File: config.mk
export PLATFORM = sky130hd
export DESIGN_NAME = rfsw_top
export DESIGN_NICKNAME = d
export VERILOG_FILES = /design/src/core/rfsw_pkg.sv /design/src/core/rfsw_safe_out.sv /design/src/core/rfsw_sync.sv /design/src/core/rfsw_top.sv
export SDC_FILE = /design/constraint.sdc
export NUM_CORES = 1
export LEC_CHECK = 0
export BUFFER_PORTS_ARGS = -buffer_cell sky130_fd_sc_hd__buf_2
export CAP_MARGIN = 20
export CORE_ASPECT_RATIO = 0.8
export CORE_MARGIN = 5
export CORE_UTILIZATION = 57
export CTS_CLUSTER_DIAMETER = 80
export CTS_CLUSTER_SIZE = 10
export DETAILED_ROUTE_END_ITERATION = 16
export MAX_ROUTING_LAYER = met4
export PLACE_DENSITY_LB_ADDON = 0.15
export SLEW_MARGIN = 25
export SYNTH_ARGS = -nofsm -noshare
export SYNTH_HDL_FRONTEND = slang
export SYNTH_HIERARCHICAL = 1
export SYNTH_SLANG_ARGS = --single-unit
export TNS_END_PERCENT = 10
File: constraint.sdc
create_clock -name clk -period 4.2 [get_ports clk]
set_clock_uncertainty 0.05 [all_clocks]
set_input_delay 0.21 -clock clk [delete_from_list [all_inputs] [get_ports clk]]
set_output_delay 0.21 -clock clk [all_outputs]
set_load 0.01 [all_outputs]
File: src/core/rfsw_pkg.sv
// package: fault word bit positions, modes and reset values
package rfsw_pkg;
  localparam int WORD_W = 32;
  // newer layout bit positions
  localparam int NB_SINCOS1    = 0;
  localparam int NB_SINCOS2    = 1;
  localparam int NB_SUPPLY     = 2;
  localparam int NB_POSITION   = 3;
  localparam int NB_OVERLAP    = 7;
  localparam int NB_TEMP       = 8;
  localparam int NB_DOUT_RB    = 9;
  localparam int NB_ANALOG     = 10;
  localparam int NB_RELAY_RB   = 11;
  localparam int NB_INPUT      = 13;
  localparam int NB_PHASE1     = 16;
  localparam int NB_PHASE2     = 17;
  localparam int NB_FREQ       = 18;
  localparam int NB_DRIFT1     = 19;
  localparam int NB_DRIFT2     = 20;
  localparam int NB_ISM        = 21;
  localparam int NB_EXT_RELAY  = 22;
  localparam int NB_ERRSIM     = 23;
  localparam int NB_REGISTER   = 24;
  localparam int NB_CYCLE      = 25;
  localparam int NB_EXT_CLOCK  = 26;
  localparam int NB_OVERFLOW   = 27;
  localparam int NB_ADC        = 28;
  localparam int NB_I2C        = 29;
  localparam int NB_INIT_TEST  = 30;
  // older layout positions that differ
  localparam int OB_SUPPLY1    = 2;
  localparam int OB_SUPPLY2    = 3;
  localparam int OB_SUPPLY_DU  = 4;
  localparam int OB_AOUT_SEQ   = 10;
  localparam int OB_AOUT_RB    = 12;
  localparam int OB_CONV_SEQ   = 14;
  localparam int OB_CONV_OUT   = 15;
  // comparison modes
  localparam logic [1:0] CMP_MODE_0 = 2'h0;
  localparam logic [1:0] CMP_MODE_1 = 2'h1;
  localparam logic [1:0] CMP_MODE_2 = 2'h2;
  // error simulation value meaning normal
  localparam logic [1:0] ERRSIM_NORMAL = 2'h1;
  // reset values
  localparam logic [WORD_W-1:0] FAULT_RST = 32'h0000_0000;
  localparam logic [1:0] SYNC_RST = 2'h0;
  // layout select
  typedef enum logic [0:0] {
    RFSW_LAYOUT_OLD = 1'b0,
    RFSW_LAYOUT_NEW = 1'b1
  } rfsw_layout_e;
endpackage : rfsw_pkg

File: src/core/rfsw_safe_out.sv
// error-state output stage: forces outputs to their safe values
module rfsw_safe_out #(
  parameter int DOUT_N = 4,
  parameter int AOUT_W = 12
) (
  input  wire logic              clk,
  input  wire logic              srst,
  input  wire logic              error_state,
  input  wire logic [DOUT_N-1:0] dout_cmd,
  input  wire logic              relay_cmd,
  input  wire logic [AOUT_W-1:0] aout_cmd,
  output logic      [DOUT_N-1:0] dout_p,
  output logic      [DOUT_N-1:0] dout_n,
  output logic                   relay_close,
  output logic      [AOUT_W-1:0] aout_code
);
  import rfsw_pkg::*;
  typedef struct packed {
    logic [DOUT_N-1:0] p;
    logic [DOUT_N-1:0] n;
    logic              rly;
    logic [AOUT_W-1:0] ao;
  } rfsw_so_s;
  rfsw_so_s st_r;
  rfsw_so_s st_nxt;

  if (DOUT_N < 1 || AOUT_W < 1) begin : g_bad_w
    $error("rfsw_safe_out: bad width");
  end

  // error state: both channels low, relay open, current code zero
  always_comb begin
    st_nxt = st_r;
    if (error_state) begin
      st_nxt.p   = '0;
      st_nxt.n   = '0;
      st_nxt.rly = 1'b0;
      st_nxt.ao  = '0;
    end else begin
      st_nxt.p   = dout_cmd;
      st_nxt.n   = ~dout_cmd;
      st_nxt.rly = relay_cmd;
      st_nxt.ao  = aout_cmd;
    end
  end

  // reset lands in the safe state, not the commanded one
  always_ff @(posedge clk) begin
    if (srst) begin
      st_r <= '0;
    end else begin
      st_r <= st_nxt;
    end
  end

  assign dout_p      = st_r.p;
  assign dout_n      = st_r.n;
  assign relay_close = st_r.rly;
  assign aout_code   = st_r.ao;
endmodule : rfsw_safe_out

File: src/core/rfsw_sync.sv
// two-flop synchroniser for detector inputs from outside the clock domain
module rfsw_sync #(
  parameter int W = 1
) (
  input  wire logic         clk,
  input  wire logic         srst,
  input  wire logic [W-1:0] d,
  output logic      [W-1:0] q
);
  import rfsw_pkg::*;
  typedef struct packed {
    logic [W-1:0] s1;
    logic [W-1:0] s2;
  } rfsw_sync_s;
  rfsw_sync_s st_r;
  rfsw_sync_s st_nxt;

  if (W < 1) begin : g_bad_w
    $error("rfsw_sync: width must be positive");
  end

  // first stage feeds only the second stage
  always_comb begin
    st_nxt    = st_r;
    st_nxt.s1 = d;
    st_nxt.s2 = st_r.s1;
  end

  always_ff @(posedge clk) begin
    if (srst) begin
      st_r <= '0;
    end else begin
      st_r <= st_nxt;
    end
  end

  assign q = st_r.s2;
endmodule : rfsw_sync

File: src/core/rfsw_top.sv
// runtime fault status word: sticky fault collection and error state
// Operation
// - newer layout: encoder sincos faults bits 0,1
// - newer layout: any supply fault bit 2
// - newer layout: position fault bit 3, only in modes 1, 2
// - frequency mismatch bit 18; newer: modes 0,2
// - temperature bit 8, newer overlap bit 7
// - digital output readback fault bit 9
// - relay drive/readback fault bit 11
// - illegal input combination bit 13
// - encoder sequence faults bits 16, 17
// - encoder drift faults bits 19, 20
// - external relay feedback fault bit 22
// - error simulation not 1 in normal mode
// - sampling overflow fault bit 27
// - any power-up self-test fault sets bit 30
// - older layout: supplies at bits 2,3,4
// - older layout: analog faults bits 10, 12
// - older layout: converter faults bits 14, 15
// - error state: outputs low, relay open, 0 mA
// - cleared only by reset or commissioning clear
module rfsw_top #(
  parameter int DOUT_N = 4,
  parameter int AOUT_W = 12,
  parameter int INIT_W = 15
) (
  input  wire logic                       clk,
  input  wire logic                       srst,
  input  wire rfsw_pkg::rfsw_layout_e     layout_sel,
  input  wire logic [1:0]                 cmp_mode,
  input  wire logic [1:0]                 errsim_param,
  input  wire logic                       normal_mode_sw,
  input  wire logic                       commission_clear,
  input  wire logic                       sincos1_fault,
  input  wire logic                       sincos2_fault,
  input  wire logic                       supply1_fault,
  input  wire logic                       supply2_fault,
  input  wire logic                       supply_du_fault,
  input  wire logic                       position_fault,
  input  wire logic                       overlap_fault,
  input  wire logic                       temp_fault,
  input  wire logic                       analog_fault,
  input  wire logic                       aout_rb_fault,
  input  wire logic                       conv_seq_fault,
  input  wire logic                       conv_out_fault,
  input  wire logic                       input_plausibility_fault,
  input  wire logic                       phase1_fault,
  input  wire logic                       phase2_fault,
  input  wire logic                       drift1_fault,
  input  wire logic                       drift2_fault,
  input  wire logic                       internal_state_machine_fault,
  input  wire logic                       external_relay_feedback_fault,
  input  wire logic                       register_fault,
  input  wire logic                       timing_cycle_fault,
  input  wire logic                       ext_clock_fault,
  input  wire logic                       sampling_overflow,
  input  wire logic                       adc_fault,
  input  wire logic                       i2c_fault,
  input  wire logic                       channel_a_freq_valid,
  input  wire logic [15:0]                channel_a_frequency,
  input  wire logic [15:0]                channel_b_frequency,
  input  wire logic [INIT_W-1:0]          init_test_faults,
  input  wire logic [DOUT_N-1:0]          dout_cmd,
  input  wire logic [DOUT_N-1:0]          dout_readback,
  input  wire logic                       relay_cmd,
  input  wire logic                       relay_drive_rb,
  input  wire logic                       relay_contact_rb,
  input  wire logic [AOUT_W-1:0]          aout_cmd,
  output logic      [rfsw_pkg::WORD_W-1:0] fault_word,
  output logic                            error_state,
  output logic      [DOUT_N-1:0]          dout_p,
  output logic      [DOUT_N-1:0]          dout_n,
  output logic                            relay_close,
  output logic      [AOUT_W-1:0]          aout_code
);
  import rfsw_pkg::*;

  localparam int NPIN = 27 + DOUT_N + 2 + 32;

  typedef struct packed {
    logic [WORD_W-1:0] word;
    logic              err;
    logic [1:0]        sim_bad;
    logic [1:0]        warm;    // synchroniser fill after reset
    logic [15:0]       fa_q;    // last synchronised channel a word
    logic [15:0]       fb_q;    // last synchronised channel b word
  } rfsw_top_s;

  rfsw_top_s st_r;
  rfsw_top_s st_nxt;

  // refuse widths the logic cannot serve
  if (DOUT_N < 1 || AOUT_W < 1) begin : g_bad_out_w
    $error("rfsw_top: bad output widths");
  end
  if (INIT_W < 1) begin : g_bad_init_w
    $error("rfsw_top: self-test list must not be empty");
  end

  // every detector, readback and frequency input passes two flops before the fault logic
  logic [NPIN-1:0] raw_in;
  logic [NPIN-1:0] syn_in;

  assign raw_in = {
    sincos1_fault,
    sincos2_fault,
    supply1_fault,
    supply2_fault,
    supply_du_fault,
    position_fault,
    overlap_fault,
    temp_fault,
    analog_fault,
    aout_rb_fault,
    conv_seq_fault,
    conv_out_fault,
    input_plausibility_fault,
    phase1_fault,
    phase2_fault,
    drift1_fault,
    drift2_fault,
    internal_state_machine_fault,
    external_relay_feedback_fault,
    register_fault,
    timing_cycle_fault,
    ext_clock_fault,
    sampling_overflow,
    adc_fault,
    i2c_fault,
    |init_test_faults,
    channel_a_freq_valid,
    dout_readback,
    relay_drive_rb,
    relay_contact_rb,
    channel_a_frequency,
    channel_b_frequency
  };

  rfsw_sync #(
    .W (NPIN)
  ) u_sync (
    .clk  (clk),
    .srst (srst),
    .d    (raw_in),
    .q    (syn_in)
  );

  // unpack synchronised inputs, same order as above
  logic              s_sc1;
  logic              s_sc2;
  logic              s_sup1;
  logic              s_sup2;
  logic              s_supdu;
  logic              s_pos;
  logic              s_ovl;
  logic              s_tmp;
  logic              s_ana;
  logic              s_aorb;
  logic              s_cseq;
  logic              s_cout;
  logic              s_inp;
  logic              s_ph1;
  logic              s_ph2;
  logic              s_dr1;
  logic              s_dr2;
  logic              s_ism;
  logic              s_xrly;
  logic              s_reg;
  logic              s_cyc;
  logic              s_xclk;
  logic              s_ovf;
  logic              s_adc;
  logic              s_i2c;
  logic              s_init;
  logic              s_fvalid;
  logic              s_rdrv;
  logic              s_rcon;
  logic [DOUT_N-1:0] s_dorb;
  logic [15:0]       s_fa;
  logic [15:0]       s_fb;

  assign {s_sc1, s_sc2, s_sup1, s_sup2, s_supdu, s_pos, s_ovl, s_tmp,
          s_ana, s_aorb, s_cseq, s_cout, s_inp, s_ph1, s_ph2, s_dr1, s_dr2,
          s_ism, s_xrly, s_reg, s_cyc, s_xclk, s_ovf, s_adc, s_i2c, s_init,
          s_fvalid, s_dorb, s_rdrv, s_rcon, s_fa, s_fb} = syn_in;

  // mode gate: true when the comparison mode enables the check
  function automatic logic mode_in(input logic [1:0] m, input logic [1:0] a,
                                   input logic [1:0] b);
    mode_in = (m == a) || (m == b);
  endfunction : mode_in

  // new fault events this cycle, placed by layout
  logic [WORD_W-1:0] ev;
  logic              freq_diff;
  logic              dout_bad;
  logic              relay_bad;
  logic              is_new;

  // compare flags; readbacks wait until the synchroniser holds real samples,
  // else its reset zeros would latch a false readback fault
  always_comb begin
    is_new    = (layout_sel == RFSW_LAYOUT_NEW);
    // a 16-bit word is trusted only once two samples agree, bits cross unaligned
    freq_diff = s_fvalid && (s_fa == st_r.fa_q) && (s_fb == st_r.fb_q)
                && (s_fa != s_fb);
    dout_bad  = st_r.warm[1] && (s_dorb != dout_cmd);
    relay_bad = st_r.warm[1] && ((s_rdrv != relay_cmd) || (s_rcon != relay_cmd));
  end

  always_comb begin
    // shared bits, same place in both layouts
    ev = '0;
    ev[NB_SINCOS1]  = s_sc1;
    ev[NB_SINCOS2]  = s_sc2;
    ev[NB_TEMP]     = s_tmp;
    ev[NB_DOUT_RB]  = dout_bad;
    ev[NB_RELAY_RB] = relay_bad;
    ev[NB_INPUT]    = s_inp;
    ev[NB_PHASE1]   = s_ph1;
    ev[NB_PHASE2]   = s_ph2;
    ev[NB_DRIFT1]   = s_dr1;
    ev[NB_DRIFT2]   = s_dr2;
    ev[NB_ISM]      = s_ism;
    ev[NB_EXT_RELAY] = s_xrly;
    ev[NB_ERRSIM]   = st_r.sim_bad[1];
    ev[NB_REGISTER] = s_reg;
    ev[NB_CYCLE]    = s_cyc;
    ev[NB_EXT_CLOCK] = s_xclk;
    ev[NB_OVERFLOW] = s_ovf;
    ev[NB_ADC]      = s_adc;
    ev[NB_I2C]      = s_i2c;
    ev[NB_INIT_TEST] = s_init;
    // layout-specific placement
    if (is_new) begin
      ev[NB_SUPPLY]   = s_sup1 | s_sup2 | s_supdu;
      ev[NB_POSITION] = s_pos && mode_in(cmp_mode, CMP_MODE_1, CMP_MODE_2);
      ev[NB_OVERLAP]  = s_ovl;
      ev[NB_ANALOG]   = s_ana;
      ev[NB_FREQ]     = freq_diff && mode_in(cmp_mode, CMP_MODE_0, CMP_MODE_2);
    end else begin
      ev[OB_SUPPLY1]   = s_sup1;
      ev[OB_SUPPLY2]   = s_sup2;
      ev[OB_SUPPLY_DU] = s_supdu;
      ev[OB_AOUT_SEQ]  = s_ana;
      ev[OB_AOUT_RB]   = s_aorb;
      ev[OB_CONV_SEQ]  = s_cseq;
      ev[OB_CONV_OUT]  = s_cout;
      ev[NB_FREQ]      = freq_diff;
    end
  end

  // sticky word; events win over the commissioning clear
  always_comb begin
    st_nxt = st_r;
    // config is same-domain logic; pipelined two stages to match detector timing
    st_nxt.sim_bad = {st_r.sim_bad[0], normal_mode_sw && (errsim_param != ERRSIM_NORMAL)};
    // readback compares open once both synchroniser stages hold real samples
    st_nxt.warm    = {st_r.warm[0], 1'b1};
    st_nxt.fa_q    = s_fa;
    st_nxt.fb_q    = s_fb;
    if (commission_clear && !normal_mode_sw) begin
      st_nxt.word = ev;
    end else begin
      st_nxt.word = st_r.word | ev;
    end
    st_nxt.err = |st_nxt.word;
  end

  // only reset or commissioning clear removes a fault
  always_ff @(posedge clk) begin
    if (srst) begin
      st_r.word    <= FAULT_RST;
      st_r.err     <= 1'b0;
      st_r.sim_bad <= SYNC_RST;
      st_r.warm    <= SYNC_RST;
      st_r.fa_q    <= '0;
      st_r.fb_q    <= '0;
    end else begin
      st_r <= st_nxt;
    end
  end

  // safe outputs follow the registered error state
  rfsw_safe_out #(
    .DOUT_N (DOUT_N),
    .AOUT_W (AOUT_W)
  ) u_out (
    .clk         (clk),
    .srst        (srst),
    .error_state (st_r.err),
    .dout_cmd    (dout_cmd),
    .relay_cmd   (relay_cmd),
    .aout_cmd    (aout_cmd),
    .dout_p      (dout_p),
    .dout_n      (dout_n),
    .relay_close (relay_close),
    .aout_code   (aout_code)
  );

  // word and error state leave straight from the state register
  assign fault_word  = st_r.word;
  assign error_state = st_r.err;
endmodule : rfsw_top

== After elaboration in Yosys (flattened, before gate mapping) ==
Cells that the tools add are included.

* Add/subtract/negate cells: 0
* Multipliers: 0
* Divide/modulo/power cells: 0
* Magnitude comparators: 0
* Eq/ne operators: 9
* Shifts and indexed selects: 0
* Multiplexer cells: 8
* Bitwise operators: 4
* Reductions and logical operators: 17

{| class="wikitable"
|+ Operators with widths
! cell !! number
|-
| $mux W33 || 1
|-
| $eq A16 B16 Y1 || 2
|-
| $mux W32 || 1
|-
| $or A32 B31 Y32 || 1
|-
| $reduce_or A32 Y1 || 1
|-
| $ne A16 B16 Y1 || 1
|-
| $reduce_or A15 Y1 || 1
|-
| $logic_and A1 B1 Y1 || 9
|-
| $mux W1 || 4
|-
| $mux W2 || 2
|-
| $ne A4 B4 Y1 || 1
|-
| $not A4 Y4 || 1
|-
| $logic_or A1 B1 Y1 || 3
|-
| $eq A2 B1 Y1 const B || 1
|-
| $eq A2 B2 Y1 const B || 1
|-
| $logic_not A2 Y1 || 1
|-
| $ne A1 B1 Y1 || 2
|-
| $ne A2 B1 Y1 const B || 1
|-
| $or A1 B1 Y1 || 2
|-
| $reduce_or A2 Y1 || 1
|-
| $logic_not A1 Y1 || 1
|}

* Flip-flop bits (word level): 220
* Bits in latches: 0
* RAM bits: 0
* Bits in read-only memories: 0
* Bits of input ports: 105
* Output and inout bits: 54
* Logic and storage cells: 51
* Memories: 0

== Depth between registers and ports, before layout ==
Gate-level depths: netlist (run 1).

* Word-level depth: 9
* Depth in mapped cells: 6
* Gate-level depth less buffers: 6

== Hierarchy ==
Netlist (run 1), hierarchy kept.

{| class="wikitable"
|+ Modules (own cells, without submodules)
! module !! instances !! cells each !! area an instance (sq um) !! seq. area each (sq um)
|-
| rfsw_sync || 1 || 274 || 3488.3 || 2602.5
|-
| rfsw_top || 1 || 327 || 3070.4 || 1381.3
|-
| rfsw_safe_out || 1 || 46 || 713.2 || 420.4
|}

== Worst setup path before layout (run 1) ==
No wires, ideal clock.

* Path kind: reg-to-reg
* From: register u_sync.st_r, in the netlist u_sync/q[47]
* To: register st_r, in the netlist error_state
* Library setup time: 0.134 ns
* Arrival: 1.319 ns
* Data required time: 4.016 ns
* Slack: 2.697 ns
* Cell stages (with the launch flop): 6
* Path buffers: 0
* Clock period less this slack: 1.503 ns
* Cell sequence: dfxtp_1 -> or4_4 -> a211oi_2 -> nand3_1 -> nor3_2 -> a41oi_1

* Cells in the longest elaborated chain, start to end: 3

{| class="wikitable"
|+ RTL lines
! item !! line !! RTL
|-
| from (decl) || rfsw_sync.sv:15 || <nowiki>rfsw_sync_s st_r;</nowiki>
|-
| from (signal assigned) || rfsw_sync.sv:33 || <nowiki>st_r <= st_nxt;</nowiki>
|-
| $or A32 B31 Y32 || rfsw_top.sv:265 || <nowiki>st_nxt.word = st_r.word | ev;</nowiki>
|-
| $mux W32 * || rfsw_top.sv:262 || <nowiki>if (commission_clear && !normal_mode_sw) begin</nowiki>
|-
| $reduce_or A32 Y1 * || rfsw_top.sv:267 || <nowiki>st_nxt.err = |st_nxt.word;</nowiki>
|-
| to (signal assigned) || rfsw_top.sv:280 || <nowiki>st_r <= st_nxt;</nowiki>
|-
| to (decl) || rfsw_top.sv:89 || <nowiki>rfsw_top_s st_r;</nowiki>
|}

Every way passes the cells marked *; elsewhere a longest branch is shown, timed or not.
A chain may end at the register's enable or synchronous reset.

== Worst setup path after layout (run 1) ==
* From: input port init_test_faults[7]
* To: register u_sync.st_r, in the netlist u_sync/st_nxt[39]

* Cells in the longest elaborated chain, start to end: 1

{| class="wikitable"
|+ RTL lines
! item !! line !! RTL
|-
| from (decl) || rfsw_top.sv:62 || <nowiki>input wire logic [INIT_W-1:0] init_test_faults,</nowiki>
|-
| $reduce_or A15 Y1 || rfsw_top.sv:130 || <nowiki>|init_test_faults,</nowiki>
|-
| via raw_in[39] || rfsw_top.sv:101 || <nowiki>logic [NPIN-1:0] raw_in;</nowiki>
|}

The timed path passes the listed nets, and every way through them passes these cells.

==> impl_metrics.yaml, run 1 <==
status:
  outcome: "finished, final reports clean"
sta:
  finalWorstSetupSlack_ns: 2.13
  timing.final.hold_violations: 0
  worstMarginPinSlew_ns: 0.952
  finalCritPeriodShare_pct: 49.3
  slew_violations: 0
  finalCriticalPeriod_ns: 2.07
  finalSetupViolCount: 0
  timing.fmax_ghz: 0.483
  relSlewSlack_pct: 36.6
  rsz0062_at_grt: "false"
  fin_setup_tns_ns: 0
setup_path:
  crit_chain: "dlygate4sd3_1 > buf_2 > nor4_1 > dlygate4sd3_1 > nand4_1 > dlygate4sd3_1 > nor2b_1"
  crit_path_end_kind: "register"
  crit_fanout: 1
  cp.arrival_ns: 2.38
  path_buf_inv: 4
  worstPathRequired_ns: 4.51
  cp-start-kind: "input pin"
  cpLargestDelayFamily: "buffers and inverters"
  cp_common_cell: "dlygate4sd3_1"
  cpMaxStageDelayCell: "dlygate4sd3_1"
  slowest_delay_ns: 0.59
  crit_type: "input pin to register"
synthesis:
  synthCells: 647
  synth_area_per_cell_um2: 11.2
  synth.area.top_cells: "dfxtp_1 (61%), nor2b_1 (14%), xnor2_1 (4.2%)"
  yosys_warnings: 6
  syn_nets: 754
  synth_seq_cells: 220
  synth_top_area_share_pct: 60.6
  synth_top_cell_by_area: "dfxtp_1"
  synth_flop_cell: "dfxtp_1"
  yosysUniqueCellTypes: 38
  yosysSeqAreaShare_pct: 60.6
  async_flop_share_pct: 0
  syn_area_um2: 7270
  synth-edff-count: 0
die:
  io-pin-count: 159
  core_area_um2: 12300
  die_w_um: 136
  floorplan.initialDensity_pct: 58.9
  die_h_um: 111
  die-area_um2: 15100
  rows: 36
place:
  dp_hpwl_um: 9800
  place_ws_ns: 2.38
  place.gp.congestion: 0.816
  placed_cells: 917
  port_buffers: 158
pwr:
  power.density_nw_per_um2: 462
  power.clock.fraction_pct: 40.7
  p_leak_nw: 4.03
  pwr-share-seq_pct: 51.5
  internal-power_w: 0.00341
  p_sw_w: 0.000917
  switching_share_pct: 21.2
  comb_power_share_pct: 7.8
  vdd_drop_max_mv: 0.291
  finalPower_w: 0.00433
global_routing:
  grt_pass1_wl_um: 25900
  grt_pass1_vias: 5232
  grt.total_usage_pct: 21.7
  grt_max_degree: 145
  antenna_found_initial: 0
  grt_overflow: 0
cts:
  cts_tree: "built"
  post_cts_resized: 0
  cts_setup_buffers: 0
  clkSlewWorstSetupHoldPaths_ns: 0.05
  numClockSinks: 220
  cts_buffers: 25
  cts_hold_buffers: 85
  h-tree-depth: 1
  clock_latency_ns: 0.49
  cts_max_path_buffers: 3
  cts_root_buffer: "clkbuf_16"
detailed_routing:
  routedWlPerCell_um: 15.5
  dr_total_vias: 4915
  drtPass1Iterations: 4
  drc_errors: 0
  ant_nets: 0
  wl_um: 15900
  vias_per_cell: 4.78
  drt_iter0_markers: 204
final_layout:
  final_layout_size_suffix_gt1_share_pct: 24.9
  syn_to_final_growth_pct: 28.8
  mostFrequentLayoutCell: "dfxtp_1"
  final_cells: 1028
  nets: 965
  diodes: 0
  final_cell_mix: "dfxtp_1 (219), nor2b_1 (168), buf_2 (157)"
  fillerInstances: 828
flow_run:
  cap_violations: 0
min_path:
  hold_path.class: "input pin to register"
sequential cells by signal, summed over array words and instances, names as in the netlist:
signal and flops:
st_nxt 2, u_out/relay_close 1, u_sync/st_nxt 65, u_sync/q 65, st_r 33, u_out/dout_n 4, u_out/aout_code 12, error_state 1
fault_word 32, u_out/dout_p 4, ev 1
synth_stat cells (all sizes together) (2+ instances only):
cell    instances
buf            53
clkbuf          9
dfxtp         220
nor3b          17
nand2b          2
nor3            8
xor2           17
nand3           4
nand4          12
a21oi          28
nor4           18
nor2b         168
and3            4
xnor2          35
inv             3
nand2           6
ha              2
nor2           27
power by group through the flow:
stage / Combinational (W) / Sequential, W / Clock (W)
after floorplan: 0.000191 / 0.00226 / 0
after global placement: 0.000263 / 0.00227 / 0
after detailed placement: 0.000270 / 0.00227 / 0
after CTS: 0.000331 / 0.00223 / 0.00179
after global routing: 0.000371 / 0.00224 / 0.00188
final: 0.000336 / 0.00223 / 0.00176
final timing paths:
kind              slack [ns]           endpoint  cells after the start                start
setup / recovery        2.13  u_sync/st_nxt[39]                      7  init_test_faults[7]
hold / removal          0.02         st_nxt[35]                      3      errsim_param[0]
setup reg to reg        2.50        error_state                      4         u_sync/q[40]
hold reg to reg         0.38       u_sync/q[33]                      1    u_sync/st_nxt[33]
cell type report:
type / count / area, um2 / share of cell area (%)
sequential: 220 / 4410 / 47.0
multi-input combinational: 362 / 2430 / 25.9
timing repair buffer: 246 / 1670 / 17.9
clock buffer: 25 / 626 / 6.68
tap: 171 / 214 / 2.28
inverter: 3 / 11.3 / 0.120
clock inverter: 1 / 8.76 / 0.0935
per-stage QoR:
step	util, %	cell area (um2)	hold slack (ns)
finish	75.9	9370	0.0238
global route	75.9	9370	0.0346
CTS	75.9	9370	0.0114
detailed placement	63.9	7880	0.370
global placement	63.8	7880	0.368
floorplan	-	7270	0.224
layer usage:
layer	part of all wire (%)	track usage [%]	wire length, um	up-vias
met2	45	33.4	7150	176
li1	-	-	-	2454
met3	6.9	5.54	1090	29
met1	46	28.6	7340	2256
met4	2.2	5.84	354	0
met5	0	-	0	-
kinds of logic after synthesis:
family | Yosys count | share of synthesized area (%)
AOI/OAI and AO/OA | 37 | 2.96
and+or+nand+nor | 271 | 23.9
adders and majority gates | 2 | 0.344
DFF | 220 | 60.6
xor gates and xnor gates | 52 | 6.26
buffers and inverters | 65 | 6.00
worst reg2reg max path: stages (launching register included):
cell and delay (ns):
dfxtp_1 0.31, nor4_1 0.60, o2111ai_1 0.23, nor3_2 0.20, a41oi_1 0.13
(Power assumes the default switching activity.)
==> run 2, diff against run 1 <==
--- a/config.mk
+++ b/config.mk
@@ -9,7 +9,7 @@
 export CAP_MARGIN = 20
 export CORE_ASPECT_RATIO = 0.8
 export CORE_MARGIN = 5
-export CORE_UTILIZATION = 57
+export CORE_UTILIZATION = 53
 export CTS_CLUSTER_DIAMETER = 80
 export CTS_CLUSTER_SIZE = 10
 export DETAILED_ROUTE_END_ITERATION = 16
==> constraint.sdc (replaced) <==
create_clock -name clk -period 2 [get_ports clk]
set_clock_uncertainty 0.05 [all_clocks]
set_input_delay 0.1 -clock clk [delete_from_list [all_inputs] [get_ports clk]]
set_output_delay 0.1 -clock clk [all_outputs]
set_load 0.01 [all_outputs]
==> impl_metrics.yaml, run 2 (synthesized netlist as in run 1, its figures left out) <==
min_path:
  hold-path-cell-count: 5
  worstHoldEndpoint: "fault_word[3]"
  hp-start: "cmp_mode[1]"
  hold_path.class: "input pin to register"
detailed_routing:
  dr.max_layer_used: "met4"
  vias_per_cell: 4.62
  wl_met3_um: 1060
  ant_nets: 0
  drtPass1Iterations: 4
  drt_iter0_markers: 265
  wl_met1_um: 7090
  dr_total_vias: 4870
  routedWlPerCell_um: 14.2
  drc_errors: 0
  met2WireLength_um: 6600
  wl_um: 15000
cts:
  h-tree-depth: 1
  cts_buffers: 25
  clkSlewWorstSetupHoldPaths_ns: 0.05
  cts_max_path_buffers: 3
  numClockSinks: 220
  cts_tree: "built"
  clock_latency_ns: 0.50
  cts_root_buffer: "clkbuf_16"
global_routing:
  grt_pass1_vias: 5042
  grt_max_degree: 62
  antenna_found_initial: 0
  grt_overflow: 0
  grt.total_usage_pct: 19.4
  grt_pass1_wl_um: 24900
final_layout:
  regArea_um2: 4400
  final_cell_mix: "dfxtp_1 (220), nor2b_1 (168), buf_2 (157)"
  multiInputGateArea_um2: 2440
  mostFrequentLayoutCell: "dfxtp_1"
  final_layout_size_suffix_gt1_share_pct: 24.9
  nets: 983
  diodes: 0
  syn_to_final_growth_pct: 31.8
  fillerInstances: 966
setup_path:
  crit_chain: "or4_4 > a211oi_2 > nand3_1 > nor3_2 > a41oi_1"
  path_buf_inv: 0
  cp-start-kind: "register"
  slowest_delay_ns: 0.56
  crit_fanout: 2
  reg2reg_depth: 5
  crit_path_end_kind: "register"
  cpMaxStageDelayCell: "or4_4"
  r2r_end: "error_state"
  crit_type: "register to register"
  cp.arrival_ns: 1.96
  worstPathRequired_ns: 2.30
  cpLargestDelayFamily: "simple AND/OR/NAND/NOR gates"
  rrSetupSlack_ns: 0.33
  cp_num_cells: 5
  r2r_start: "u_sync/q[47]"
sta:
  fin_setup_tns_ns: 0
  hold_ws_ns: 0.100
  finalSetupViolCount: 0
  worstMarginPinSlew_ns: 0.479
  timing.final.hold_violations: 0
  slew_violations: 0
  finalCriticalPeriod_ns: 1.67
  timing.fmax_ghz: 0.600
  finalWorstSetupSlack_ns: 0.333
  finalCritPeriodShare_pct: 83.4
  relSlewSlack_pct: 68.1
  rsz0062_at_grt: "false"
die:
  core_area_um2: 13500
  floorplan.initialDensity_pct: 53.9
  die_w_um: 141
  die_h_um: 115
  die-area_um2: 16200
  io-pin-count: 159
  rows: 38
pwr:
  p_leak_nw: 4.14
  vdd_drop_max_mv: 0.583
  power.density_nw_per_um2: 950
place:
  place_ws_ns: 0.343
  dp_hpwl_um: 9990
  place.gp.congestion: 0.821
  port_buffers: 158
status:
  outcome: "finished, final reports clean"
flow_run:
  cap_violations: 0
## run 2: cell types whose count changed in the layout (fill, tap and decap cells not counted), sizes merged
cell	change
clkbuf	-1
buf	+6
dlygate4sd3	+13
## run 2: layout make-up
class	count	share of cell area (%)
clock buffer	25	6.52
clock inverter	1	0.0913
inverter	3	0.117
multi-input combinational	362	25.4
sequential	220	45.9
tap	180	2.35
timing repair buffer	264	19.6
## run 2: how the worst max path moves through the flow
stage | startpoint | to
finish | u_sync/q[47] | error_state
global route | u_sync/q[16] | error_state
CTS | init_test_faults[7] | u_sync/st_nxt[39]
detailed placement | u_sync/q[12] | error_state
global placement | u_sync/q[16] | error_state
floorplan | u_sync/q[47] | error_state
## run 2: report_power, final
| part | internal, W | switching (W) |
|---|---|---|
| sequential | 0.00458 | 0.0000926 |
| clock | 0.00219 | 0.00151 |
| combinational | 0.000429 | 0.000314 |
## run 2: worst reg2reg max path, delay by kind of cell, from the launching register on
family | cells | cell delay (ns)
and+or+nand+nor | 3 | 0.86
AOI/OAI and AO/OA | 2 | 0.32
DFF | 1 | 0.31
## run 2: metal layers
| layer | GRT usage, % | vias to the layer above |
|---|---|---|
| met5 | - | - |
| met3 | 4.07 | 21 |
| met4 | 4.52 | 0 |
| li1 | - | 2497 |
| met2 | 30.2 | 170 |
| met1 | 26.2 | 2182 |
## run 2: per-stage QoR
step | instance area [um2] | std cells | util, % | power, W
after floorplan | 7270 | 647 | - | 0.00514
after global placement | 7970 | 931 | 59.0 | 0.00533
after detailed placement | 7970 | 931 | 59.0 | 0.00535
after CTS | 9590 | 1056 | 71.0 | 0.00921
after global routing | 9590 | 1055 | 71.0 | 0.00952
final | 9590 | 1055 | 71.0 | 0.00911
## run 2: repair_timing
| item | in CTS | in global routing |
|---|---|---|
| endpoints found under the hold margin | 121 | 0 |
| hold buffers | 99 | 0 |
| gates resized for setup | 0 | 1 |
| endpoints found under the setup margin | 0 | 1 |
| buffers inserted | 0 | 0 |
